## config.mk

```make
export PLATFORM = sky130hd
export DESIGN_NAME = iolfc_top
export DESIGN_NICKNAME = d
export VERILOG_FILES = /design/src/verilog/iolfc_pkg.sv /design/src/verilog/iolfc_line_if.sv /design/src/verilog/iolfc_filter.sv /design/src/verilog/iolfc_top.sv
export SDC_FILE = /design/constraint.sdc
export NUM_CORES = 1
export LEC_CHECK = 0
export ABC_AREA = 1
export BUFFER_PORTS_ARGS = -buffer_cell sky130_fd_sc_hd__buf_2
export CAP_MARGIN = 20
export CORE_ASPECT_RATIO = 0.5
export CORE_UTILIZATION = 25
export CTS_BUF_LIST = sky130_fd_sc_hd__clkbuf_2 sky130_fd_sc_hd__clkbuf_4 sky130_fd_sc_hd__clkbuf_8
export DETAILED_ROUTE_END_ITERATION = 8
export PLACE_DENSITY_LB_ADDON = 0.25
export RECOVER_POWER = 100
export SLEW_MARGIN = 10
export SYNTH_ARGS = -nofsm -noshare
export SYNTH_HDL_FRONTEND = slang
export SYNTH_HIERARCHICAL = 1
export SYNTH_SLANG_ARGS = --single-unit
```

## constraint.sdc

```tcl
create_clock -name mclk_i -period 2.05 [get_ports mclk_i]
set_input_delay 0.1025 -clock mclk_i [delete_from_list [all_inputs] [get_ports mclk_i]]
set_output_delay 0.1025 -clock mclk_i [all_outputs]
set_load 0.02 [all_outputs]
```

## src/verilog/iolfc_pkg.sv

```systemverilog
// shared constants of the I/O line filter and change-interrupt block
package iolfc_pkg;
  localparam int          LINES      = 32;
  localparam int          ADDR_W     = 8;
  localparam int          DATA_W     = 32;
  localparam int          WARM_W     = 4;
  // register byte offsets
  localparam logic [7:0]  OFF_OWN_SET  = 8'h00;
  localparam logic [7:0]  OFF_OWN_CLR  = 8'h04;
  localparam logic [7:0]  OFF_OWN_STS  = 8'h08;
  localparam logic [7:0]  OFF_FLT_ON   = 8'h10;
  localparam logic [7:0]  OFF_FLT_OFF  = 8'h14;
  localparam logic [7:0]  OFF_FLT_STS  = 8'h18;
  localparam logic [7:0]  OFF_OUT_LVL  = 8'h1C;
  localparam logic [7:0]  OFF_GATE_SET = 8'h20;
  localparam logic [7:0]  OFF_GATE_CLR = 8'h24;
  localparam logic [7:0]  OFF_GATE_STS = 8'h28;
  localparam logic [7:0]  OFF_PIN_LVL  = 8'h30;
  localparam logic [7:0]  OFF_IRQ_ON   = 8'h40;
  localparam logic [7:0]  OFF_IRQ_OFF  = 8'h44;
  localparam logic [7:0]  OFF_IRQ_MASK = 8'h48;
  localparam logic [7:0]  OFF_IRQ_STS  = 8'h4C;
  // reset values
  localparam logic [31:0] RST_OWNER  = 32'hFFFFFFFF;
  localparam logic [31:0] RST_ZERO   = 32'h00000000;
endpackage : iolfc_pkg

```

## src/verilog/iolfc_line_if.sv

```systemverilog
// per-line levels passed between the register side and the line filters
`timescale 1ns/1ps
interface iolfc_line_if;
  import iolfc_pkg::*;
  logic [LINES-1:0] filt_en;
  logic [LINES-1:0] raw;
  logic [LINES-1:0] level;
  logic [LINES-1:0] change;
  modport regs (output filt_en, input raw, input level, input change);
  modport filt (input filt_en, output raw, output level, output change);
endinterface : iolfc_line_if

```

## src/verilog/iolfc_filter.sv

```systemverilog
// pin synchronisers, glitch filters and change detection for all lines
`timescale 1ns/1ps
module iolfc_filter
  import iolfc_pkg::*;
(
  // clock and reset
  input  wire logic             mclk_i,
  input  wire logic             nrst_i,
  // pins
  input  wire logic [LINES-1:0] pin_i,
  // line levels
  iolfc_line_if.filt            ln
);
  typedef struct packed {
    logic [LINES-1:0]  p1;
    logic [LINES-1:0]  p2;
    logic [LINES-1:0]  pprev;
    logic [LINES-1:0]  nr;
    logic [LINES-1:0]  filt;
    logic [LINES-1:0]  sel;
    logic [LINES-1:0]  change;
    logic [WARM_W-1:0] warm;
  } iolfc_flt_t;

  iolfc_flt_t       s;
  iolfc_flt_t       next_s;
  logic [LINES-1:0] n1;
  logic [LINES-1:0] n2;
  logic [LINES-1:0] agree;
  logic [LINES-1:0] hold;

  // falling-edge chain gives the half-period samples the filter needs
  always_ff @(negedge mclk_i or negedge nrst_i) begin
    if (!nrst_i) begin
      n1 <= '0;
      n2 <= '0;
    end else begin
      n1 <= pin_i;
      n2 <= n1;
    end
  end

  // samples in time order: pprev, nr (half later), p2 (half later)
  always_comb begin
    next_s       = s;
    next_s.p1    = pin_i;
    next_s.p2    = s.p1;
    next_s.pprev = s.p2;
    next_s.nr    = n2;
    agree        = ~(s.p2 ^ s.nr);
    hold         = (s.p2 ^ s.nr) & (s.nr ^ s.pprev);
    // two adjacent half-period samples must agree to move the output
    next_s.filt  = (agree & s.p2) | (~agree & ~hold & s.nr) |
                   (hold & s.filt);
    next_s.sel   = (ln.filt_en & next_s.filt) |
                   (~ln.filt_en & s.p2);
    next_s.warm  = {s.warm[WARM_W-2:0], 1'b1};
    // either edge counts; masked until the pipeline holds real samples
    next_s.change = (next_s.sel ^ s.sel) &
                    {LINES{s.warm[WARM_W-1]}};
  end

  always_ff @(posedge mclk_i or negedge nrst_i) begin
    if (!nrst_i) begin
      s <= '0;
    end else begin
      s <= next_s;
    end
  end

  // peripherals see the synchronised pin, never the filtered one
  assign ln.raw    = s.p2;
  assign ln.level  = s.sel;
  assign ln.change = s.change;
endmodule : iolfc_filter

```

## src/verilog/iolfc_top.sv

```systemverilog
// APB register file and pin ownership for 32 I/O lines
//
// The register offsets and the APB slave port are this design's own decisions.
`timescale 1ns/1ps
module iolfc_top
  import iolfc_pkg::*;
(
  // clock and reset
  input  wire logic              mclk_i,
  input  wire logic              nrst_i,
  // APB slave
  input  wire logic              psel_i,
  input  wire logic              penable_i,
  input  wire logic              pwrite_i,
  input  wire logic [ADDR_W-1:0] paddr_i,
  input  wire logic [DATA_W-1:0] pwdata_i,
  output logic      [DATA_W-1:0] prdata_o,
  output logic                   pready_o,
  output logic                   pslverr_o,
  // pins and peripherals
  input  wire logic [LINES-1:0]  pin_i,
  output logic      [LINES-1:0]  pin_owner_o,
  output logic      [LINES-1:0]  out_level_o,
  output logic      [LINES-1:0]  periph_in_o,
  // interrupt toward the system interrupt controller
  output logic                   irq_o
);
  typedef struct packed {
    logic [LINES-1:0]  owner;
    logic [LINES-1:0]  filt;
    logic [LINES-1:0]  gate;
    logic [LINES-1:0]  odsr;
    logic [LINES-1:0]  mask;
    logic [LINES-1:0]  isr;
    logic [DATA_W-1:0] rdata;
    logic              ready;
    logic              err;
    logic              irq;
  } iolfc_regs_t;

  iolfc_regs_t      s;
  iolfc_regs_t      next_s;
  logic             acc;
  logic             wr;
  logic             rd;
  logic             hit;
  logic [DATA_W-1:0] rmux;
  logic             own_wr;
  logic             isr_rd;

  iolfc_line_if ln ();

  // filtering and change detection run on the pin, not on the owner
  iolfc_filter u_filter (
    .mclk_i (mclk_i),
    .nrst_i (nrst_i),
    .pin_i  (pin_i),
    .ln     (ln.filt)
  );

  function automatic logic is_off(input logic [ADDR_W-1:0] a,
                                  input logic [7:0]        off);
    is_off = (a == off);
  endfunction : is_off

  // read value and decode of one address
  always_comb begin
    hit  = 1'b1;
    rmux = '0;
    unique case (paddr_i)
      OFF_OWN_STS:  rmux = s.owner;
      OFF_FLT_STS:  rmux = s.filt;
      OFF_OUT_LVL:  rmux = s.odsr;
      OFF_GATE_STS: rmux = s.gate;
      OFF_PIN_LVL:  rmux = ln.level;
      OFF_IRQ_MASK: rmux = s.mask;
      OFF_IRQ_STS:  rmux = s.isr;
      OFF_OWN_SET, OFF_OWN_CLR, OFF_FLT_ON, OFF_FLT_OFF,
      OFF_GATE_SET, OFF_GATE_CLR, OFF_IRQ_ON, OFF_IRQ_OFF: rmux = '0;
      default:      hit  = 1'b0;
    endcase
  end

  always_comb begin
    next_s = s;
    acc    = psel_i & penable_i;
    // effects only at the edge where pready is seen high
    wr     = acc & s.ready & pwrite_i;
    rd     = acc & s.ready & ~pwrite_i;
    // one wait state keeps every bus output on a flip-flop
    next_s.ready = acc & ~s.ready;
    if (acc && !s.ready) begin
      next_s.rdata = pwrite_i ? '0 : rmux;
      next_s.err   = ~hit;
    end else begin
      // answer stands in the ready cycle only, zero elsewhere
      next_s.rdata = '0;
      next_s.err   = 1'b0;
    end
    if (wr) begin
      if (is_off(paddr_i, OFF_OWN_SET))
        next_s.owner = s.owner | pwdata_i;
      if (is_off(paddr_i, OFF_OWN_CLR))
        next_s.owner = s.owner & ~pwdata_i;
      if (is_off(paddr_i, OFF_FLT_ON))
        next_s.filt = s.filt | pwdata_i;
      if (is_off(paddr_i, OFF_FLT_OFF))
        next_s.filt = s.filt & ~pwdata_i;
      if (is_off(paddr_i, OFF_GATE_SET))
        next_s.gate = s.gate | pwdata_i;
      if (is_off(paddr_i, OFF_GATE_CLR))
        next_s.gate = s.gate & ~pwdata_i;
      if (is_off(paddr_i, OFF_OUT_LVL))
        next_s.odsr = (s.odsr & ~s.gate) | (pwdata_i & s.gate);
      if (is_off(paddr_i, OFF_IRQ_ON))
        next_s.mask = s.mask | pwdata_i;
      if (is_off(paddr_i, OFF_IRQ_OFF))
        next_s.mask = s.mask & ~pwdata_i;
    end
    // clear only what the read returned, so a late change survives
    if (rd && is_off(paddr_i, OFF_IRQ_STS))
      next_s.isr = s.isr & ~s.rdata;
    next_s.isr = next_s.isr | ln.change;
    next_s.irq = |(next_s.isr & next_s.mask);
  end

  always_ff @(posedge mclk_i or negedge nrst_i) begin
    if (!nrst_i) begin
      s       <= '0;
      s.owner <= RST_OWNER;
    end else begin
      s <= next_s;
    end
  end

  assign ln.filt_en  = s.filt;
  assign prdata_o    = s.rdata;
  assign pready_o    = s.ready;
  assign pslverr_o   = s.err;
  assign pin_owner_o = s.owner;
  assign out_level_o = s.odsr;
  assign periph_in_o = ln.raw;
  assign irq_o       = s.irq;

  // command helpers for the keep-checks below
  assign own_wr = wr & (is_off(paddr_i, OFF_OWN_SET) |
                        is_off(paddr_i, OFF_OWN_CLR));
  assign isr_rd = rd & is_off(paddr_i, OFF_IRQ_STS);
endmodule : iolfc_top

```

==> results.json, run 1 <==
{
  "netSwitchingPower_mw": 5.50,
  "nNetsFinal": 2885,
  "grt_max_degree": 55,
  "status": "finished clean",
  "clk_latency_ps": 700,
  "post-route-period-util_pct": 95.6,
  "internal_power_mw": 16.7,
  "viasPerCell": 4.20,
  "cts_setup_buffers": 0,
  "cts.sinks": 519,
  "power_frac_comb_pct": 6.3,
  "grt.total_usage_pct": 14.9,
  "syn_area_um2": 23200,
  "vias": 17200,
  "fin_skew_ps": 80.3,
  "crit_buf_inv": 5,
  "die_y_um": 217,
  "htree_levels": 3,
  "first_global_vias": 17300,
  "rsz0062_at_grt": "false",
  "worst_pin_slew_ps": 1350,
  "ir_drop_mv": 0.385,
  "globalRoute.totalOverflow": 0,
  "post-route-min-period_ps": 1960,
  "totalWireLength_mm": 69.3,
  "drv_cap": 0,
  "p_clk_share_pct": 44.4,
  "synth_xor_area_share_pct": 0,
  "ant_nets": 0,
  "cts_buffer_depth": 3,
  "stdcell_area_um2": 27300,
  "hpwlAfterDp_mm": 49.6,
  "worstHoldPathType": "input pin to flop",
  "max_slew_margin_pct": 9.88,
  "grt_antenna_before_repair": 4,
  "drv_slew": 0,
  "die_x_um": 432,
  "power.density_nw_per_um2": 815,
  "end_kind": "flop",
  "yosys_warnings": 6,
  "cp_max_fo": 13,
  "synthTopCellsByArea": "dfrtp_1, nand2_1, dfrtn_1",
  "synth_largest_area_cell": "dfrtp_1",
  "syn_to_final_growth_pct": 17.8,
  "synth_mux_area_share_pct": 0.459,
  "r2r_start": "pready_o$_DFF_PN0_",
  "finalHoldViolCount": 0,
  "cpLargestDelayFamily": "simple AND/OR/NAND/NOR gates",
  "io_pins": 208,
  "gp_congestion": 0.859,
  "synth_fp_nets": 2654,
  "firstDrtPassIters": 6,
  "row_count": 78,
  "holdPathStages": 7,
  "synth-simple-area-share_pct": 20.1,
  "swShare_pct": 24.7,
  "final_common_cell": "nand2_1",
  "synth_top_family_by_area": "simple AND/OR/NAND/NOR gates",
  "critPathSlowestCell": "nor2_1",
  "fmax_mhz": 511,
  "setup_violations": 0,
  "synth_adder_area_share_pct": 1.73,
  "instances_no_fill": 4089,
  "min_to": "s[56]$_DFF_PN0_",
  "place_ws_ps": 38.5,
  "cpPeakStageDelay_ps": 580,
  "synth.top_cell.area_share_pct": 45.7,
  "reg2regPathDepth": 6,
  "final_util_pct": 29.9,
  "ys_ff_latch": 519,
  "power.leakage_nw": 12.8,
  "syn_avg_cell_area_um2": 9.10,
  "start_kind": "input pin",
  "core-area_um2": 91200,
  "ys_seq_area_share_pct": 56.3,
  "worstPathArrival_ps": 2570,
  "initial_utilization_pct": 25.4,
  "drc": 0,
  "placed_area_um2": 25200,
  "path_cells": "dlygate4sd3_1 > buf_2 > inv_2 > nand2_2 > nor2_1 > nand2_2 > nand2_1 > inv_1 > nand3_1 > nand3_2 > buf_4 > a31oi_1",
  "reg2reg_slack_ps": 100,
  "layout_common_cells": "nand2_1, dfrtp_1, inv_1, nor2_1, clkbuf_1",
  "fin_tns_setup_ps": 0,
  "worstSetupPathType": "input pin to flop",
  "cts_root_buf": "clkbuf_8",
  "dieArea_um2": 93900,
  "fillers": 9746,
  "postLayoutSetupSlackWorst_ps": 91.2,
  "routedWlPerCell_um": 16.9,
  "io_buffer_count": 207,
  "synth_cell_types": 49,
  "cts_made_buffers": 85,
  "drtIter0Drc": 1138,
  "crit_path_frequent_cell": "nand2_2",
  "cp.required_ps": 2660,
  "dp.cells": 3854,
  "path_clk_slew_ps": 60,
  "synthCells": 2545,
  "grt_pass1_wl_mm": 105,
  "p_seq_share_pct": 49.3,
  "tritoncts": "done",
  "synth_compound_area_share_pct": 8.10,
  "hp-start": "paddr_i[5]",
  "drive_gt1_share_pct": 12.4
}
-- how the worst max path moves through the flow --
stage | slack (ps) | from | endpoint | depth (start not counted)
after floorplan | 290 | pready_o$_DFF_PN0_ | irq_o$_DFF_PN0_ | 12
after global placement | 30 | paddr_i[1] | irq_o$_DFF_PN0_ | 14
after detailed placement | 40 | paddr_i[1] | irq_o$_DFF_PN0_ | 14
after CTS | 80 | pready_o$_DFF_PN0_ | irq_o$_DFF_PN0_ | 12
after global routing | 20 | pready_o$_DFF_PN0_ | irq_o$_DFF_PN0_ | 12
final | 90 | paddr_i[6] | prdata_o[26]$_DFF_PN0_ | 12
-- stage by stage --
step	hold slack, ps	total power [mW]
CTS	2.39	22.6
detailed placement	19.1	12.5
global placement	15.3	12.5
floorplan	-193	12.0
finish	51.7	22.2
global route	27.4	23.2
-- metal layers --
| metal | vias to the layer above | track usage (%) | wire length [um] |
|---|---|---|---|
| met5 | - | 0 | 0 |
| met4 | 0 | 6.16 | 2860 |
| met2 | 352 | 25.4 | 34000 |
| li1 | 8335 | - | - |
| met1 | 8346 | 18.5 | 29800 |
| met3 | 140 | 2.65 | 2650 |
-- power groups by stage --
stage / sequential [mW] / clock, mW / combinational (mW)
floorplan: 11.0 / 0 / 0.940
global placement: 11.1 / 0 / 1.37
detailed placement: 11.1 / 0 / 1.39
CTS: 11.0 / 10.2 / 1.51
global route: 11.0 / 10.6 / 1.61
finish: 11.0 / 9.86 / 1.41
-- layout make-up --
cell class | count | area [um2] | area share, %
Sequential cell | 519 | 13000 | 47.8
Multi-Input combinational cell | 1418 | 6930 | 25.4
Timing Repair Buffer | 409 | 2610 | 9.55
Clock buffer | 141 | 1750 | 6.43
Tap cell | 1240 | 1550 | 5.69
Inverter | 343 | 1290 | 4.72
Clock inverter | 16 | 121 | 0.445
Antenna cell | 3 | 7.51 | 0.0275
-- cell families after synthesis --
kind of cell               after synthesis
AOI/OAI and AO/OA                      337
buffers and inverters                  608
and+or+nand+nor                       1038
DFF                                    519
adders and majority gates               32
muxes                                   10
other                                    1
-- synthesized netlist by cell type, drive strengths merged --
| cell | n |
|---|---|
| ha | 32 |
| a22o | 3 |
| nand3 | 136 |
| nand4 | 2 |
| dfrtn | 64 |
| o221ai | 6 |
| o2111a | 2 |
| clkbuf | 25 |
| a32o | 3 |
| o21bai | 1 |
| inv | 343 |
| a31o | 4 |
| dfstp | 32 |
| a221oi | 1 |
| and2 | 32 |
| nand3b | 23 |
| or2 | 32 |
| o2111ai | 2 |
| nor4 | 10 |
| dfrtp | 423 |
| mux2 | 5 |
| a21oi | 126 |
| a31oi | 45 |
| nor2 | 247 |
| mux2i | 5 |
| nor3 | 13 |
| buf | 240 |
| and3 | 1 |
| o22ai | 24 |
| o211ai | 5 |
| conb | 1 |
| o21ai | 115 |
| nand2 | 542 |
-- what timing repair did --
action,in CTS,in global routing
hold endpoints to repair,547,0
setup endpoints to repair,0,1
hold buffers,75,0
resized for setup,0,4
-- tightest hold or removal path: stages --
cell	delay, ps
buf_2	100
inv_2	40
nand2_1	110
nor2_4	70
nand3_4	130
nand2_1	60
nand3b_1	90
(Power assumes the default switching activity.)
==> inputs of run 2 (changes only) <==
- CORE_UTILIZATION: 25 -> 32
==> run 2 against run 1 <==
  * Highest routed layer unchanged
  * Fmax is 2.1% higher
  * Critical path depth stayed put
  * Final area is 1.8% lower
  * Combinational power hardly changed
  * Non-clock buffer count is 18 lower
  * Die area is 22% lower
  * Clock power is 2% lower
  * Largest cell class unchanged
==> results.json, run 2 (synthesis results as in run 1) <==
{
  "grt.total_usage_pct": 18.4,
  "fin_skew_ps": 72.5,
  "hpwlAfterDp_mm": 46.7,
  "drive_gt1_share_pct": 12.3,
  "drv_slew": 0,
  "clk_latency_ps": 670,
  "cts.sinks": 519,
  "cts_root_buf": "clkbuf_8",
  "holdPathStages": 6,
  "path_clk_slew_ps": 60,
  "status": "finished clean",
  "fillers": 7319,
  "firstDrtPassIters": 7,
  "first_global_vias": 17000,
  "dieArea_um2": 73500,
  "end_kind": "flop",
  "post-route-min-period_ps": 1920,
  "drc": 0,
  "viasPerCell": 4.53,
  "post-route-period-util_pct": 93.6,
  "fmax_mhz": 521,
  "syn_to_final_growth_pct": 15.7,
  "die_x_um": 382,
  "placed_area_um2": 24800,
  "place_ws_ps": 105,
  "row_count": 69,
  "drtIter0Drc": 1134,
  "vias": 17100,
  "gp_congestion": 0.862,
  "power.leakage_nw": 12.7,
  "initial_utilization_pct": 32.5,
  "finalHoldViolCount": 0,
  "final_common_cell": "nand2_1",
  "cts_made_buffers": 82,
  "multiInputGateArea_um2": 6920,
  "setup_violations": 0,
  "grt_pass1_wl_mm": 102,
  "totalPowerFinal_mw": 22.0,
  "cpPeakStageDelay_ps": 410,
  "layout_common_cells": "nand2_1, dfrtp_1, inv_1, nor2_1, clkbuf_1",
  "cp_max_fo": 21,
  "hp-start": "paddr_i[6]",
  "grt_max_degree": 62,
  "postLayoutSetupSlackWorst_ps": 131,
  "core-area_um2": 71300,
  "totalWireLength_mm": 66.7,
  "max_slew_margin_pct": 9.32,
  "worstSetupPathType": "flop to flop",
  "tritoncts": "done",
  "die_y_um": 192,
  "io_pins": 208,
  "grt_antenna_before_repair": 1,
  "globalRoute.totalOverflow": 0,
  "drv_cap": 0,
  "htree_levels": 3,
  "nNetsFinal": 2864,
  "routedWlPerCell_um": 17.6,
  "power.density_nw_per_um2": 822,
  "cp.required_ps": 2600,
  "instances_no_fill": 3782,
  "ir_drop_mv": 0.433,
  "stdcell_area_um2": 26800,
  "path_cells": "nand3_2 > nor2_4 > nand3_4 > buf_12 > nand2_1 > nand3b_1 > nand2_1 > nand2_1 > nor2_1 > nand2_1 > nor2_1 > nand2_1",
  "r2r_start": "pready_o$_DFF_PN0_",
  "io_buffer_count": 207,
  "start_kind": "flop",
  "startpoint": "pready_o$_DFF_PN0_",
  "hold_slack_ps": 51.6,
  "reg2regPathDepth": 12,
  "cts_buffer_depth": 3,
  "worstPathArrival_ps": 2470,
  "dp.cells": 3558,
  "ant_nets": 0,
  "worstHoldPathType": "input pin to flop",
  "regArea_um2": 13000,
  "worst_pin_slew_ps": 1360,
  "critPathSlowestCell": "dfrtp_2",
  "crit_path_frequent_cell": "nand2_1"
}
==> run 2: cell type report <==
class	count	share of cell area, %
Sequential cell	519	48.6
Multi-Input combinational cell	1418	25.8
Timing Repair Buffer	391	9.41
Clock buffer	141	6.45
Inverter	343	4.81
Tap cell	958	4.47
Clock inverter	11	0.406
Antenna cell	1	0.00934
==> run 2: metrics by stage <==
step | utilization [%] | TNS [ps]
2_1_floorplan | - | 0
3_3_place_gp | 34.7 | 0
3_5_place_dp | 34.7 | 0
4_1_cts | 38.3 | 0
5_1_grt | 37.6 | -3.48
6_report | 37.6 | 0
==> run 2: path summary, 6_finish.rpt <==
path | slack [ps] | endpoint
max | 130 | irq_o$_DFF_PN0_
min | 50 | s[65]$_DFF_PN0_
max reg2reg | 130 | irq_o$_DFF_PN0_
min reg2reg | 290 | u_filter/n2[25]$_DFF_NN0_
max in group asynchronous | 270 | u_filter/n2[28]$_DFF_NN0_
min in group asynchronous | 150 | s[52]$_DFF_PN0_
==> run 2: where the power goes <==
| part | internal [mW] | switching [mW] | total, mW |
|---|---|---|---|
| logic | 0.501 | 0.888 | 1.39 |
| registers | 10.7 | 0.268 | 11.0 |
| clock network | 5.55 | 4.13 | 9.68 |
==> run 2: routing by layer <==
| layer | up-vias | GRT usage (%) | wire (um) |
|---|---|---|---|
| li1 | 8298 | - | - |
| met1 | 8245 | 24.2 | 29700 |
| met2 | 436 | 30.2 | 31300 |
| met3 | 148 | 3.13 | 3230 |
| met4 | 0 | 7.26 | 2460 |
| met5 | - | 0 | 0 |
==> run 2: timing repair <==
action                     CTS  global route
hold buffers                71             0
resized for setup            0             2
setup endpoints to repair    0             1
hold endpoints to repair   586             0
buffers inserted             0             0
==> run 2: critical path, delay by kind of cell, from the launching register on <==
kind | cells | cell delay [ps]
DFF | 1 | 410
buffers and inverters | 1 | 210
and+or+nand+nor | 11 | 1170
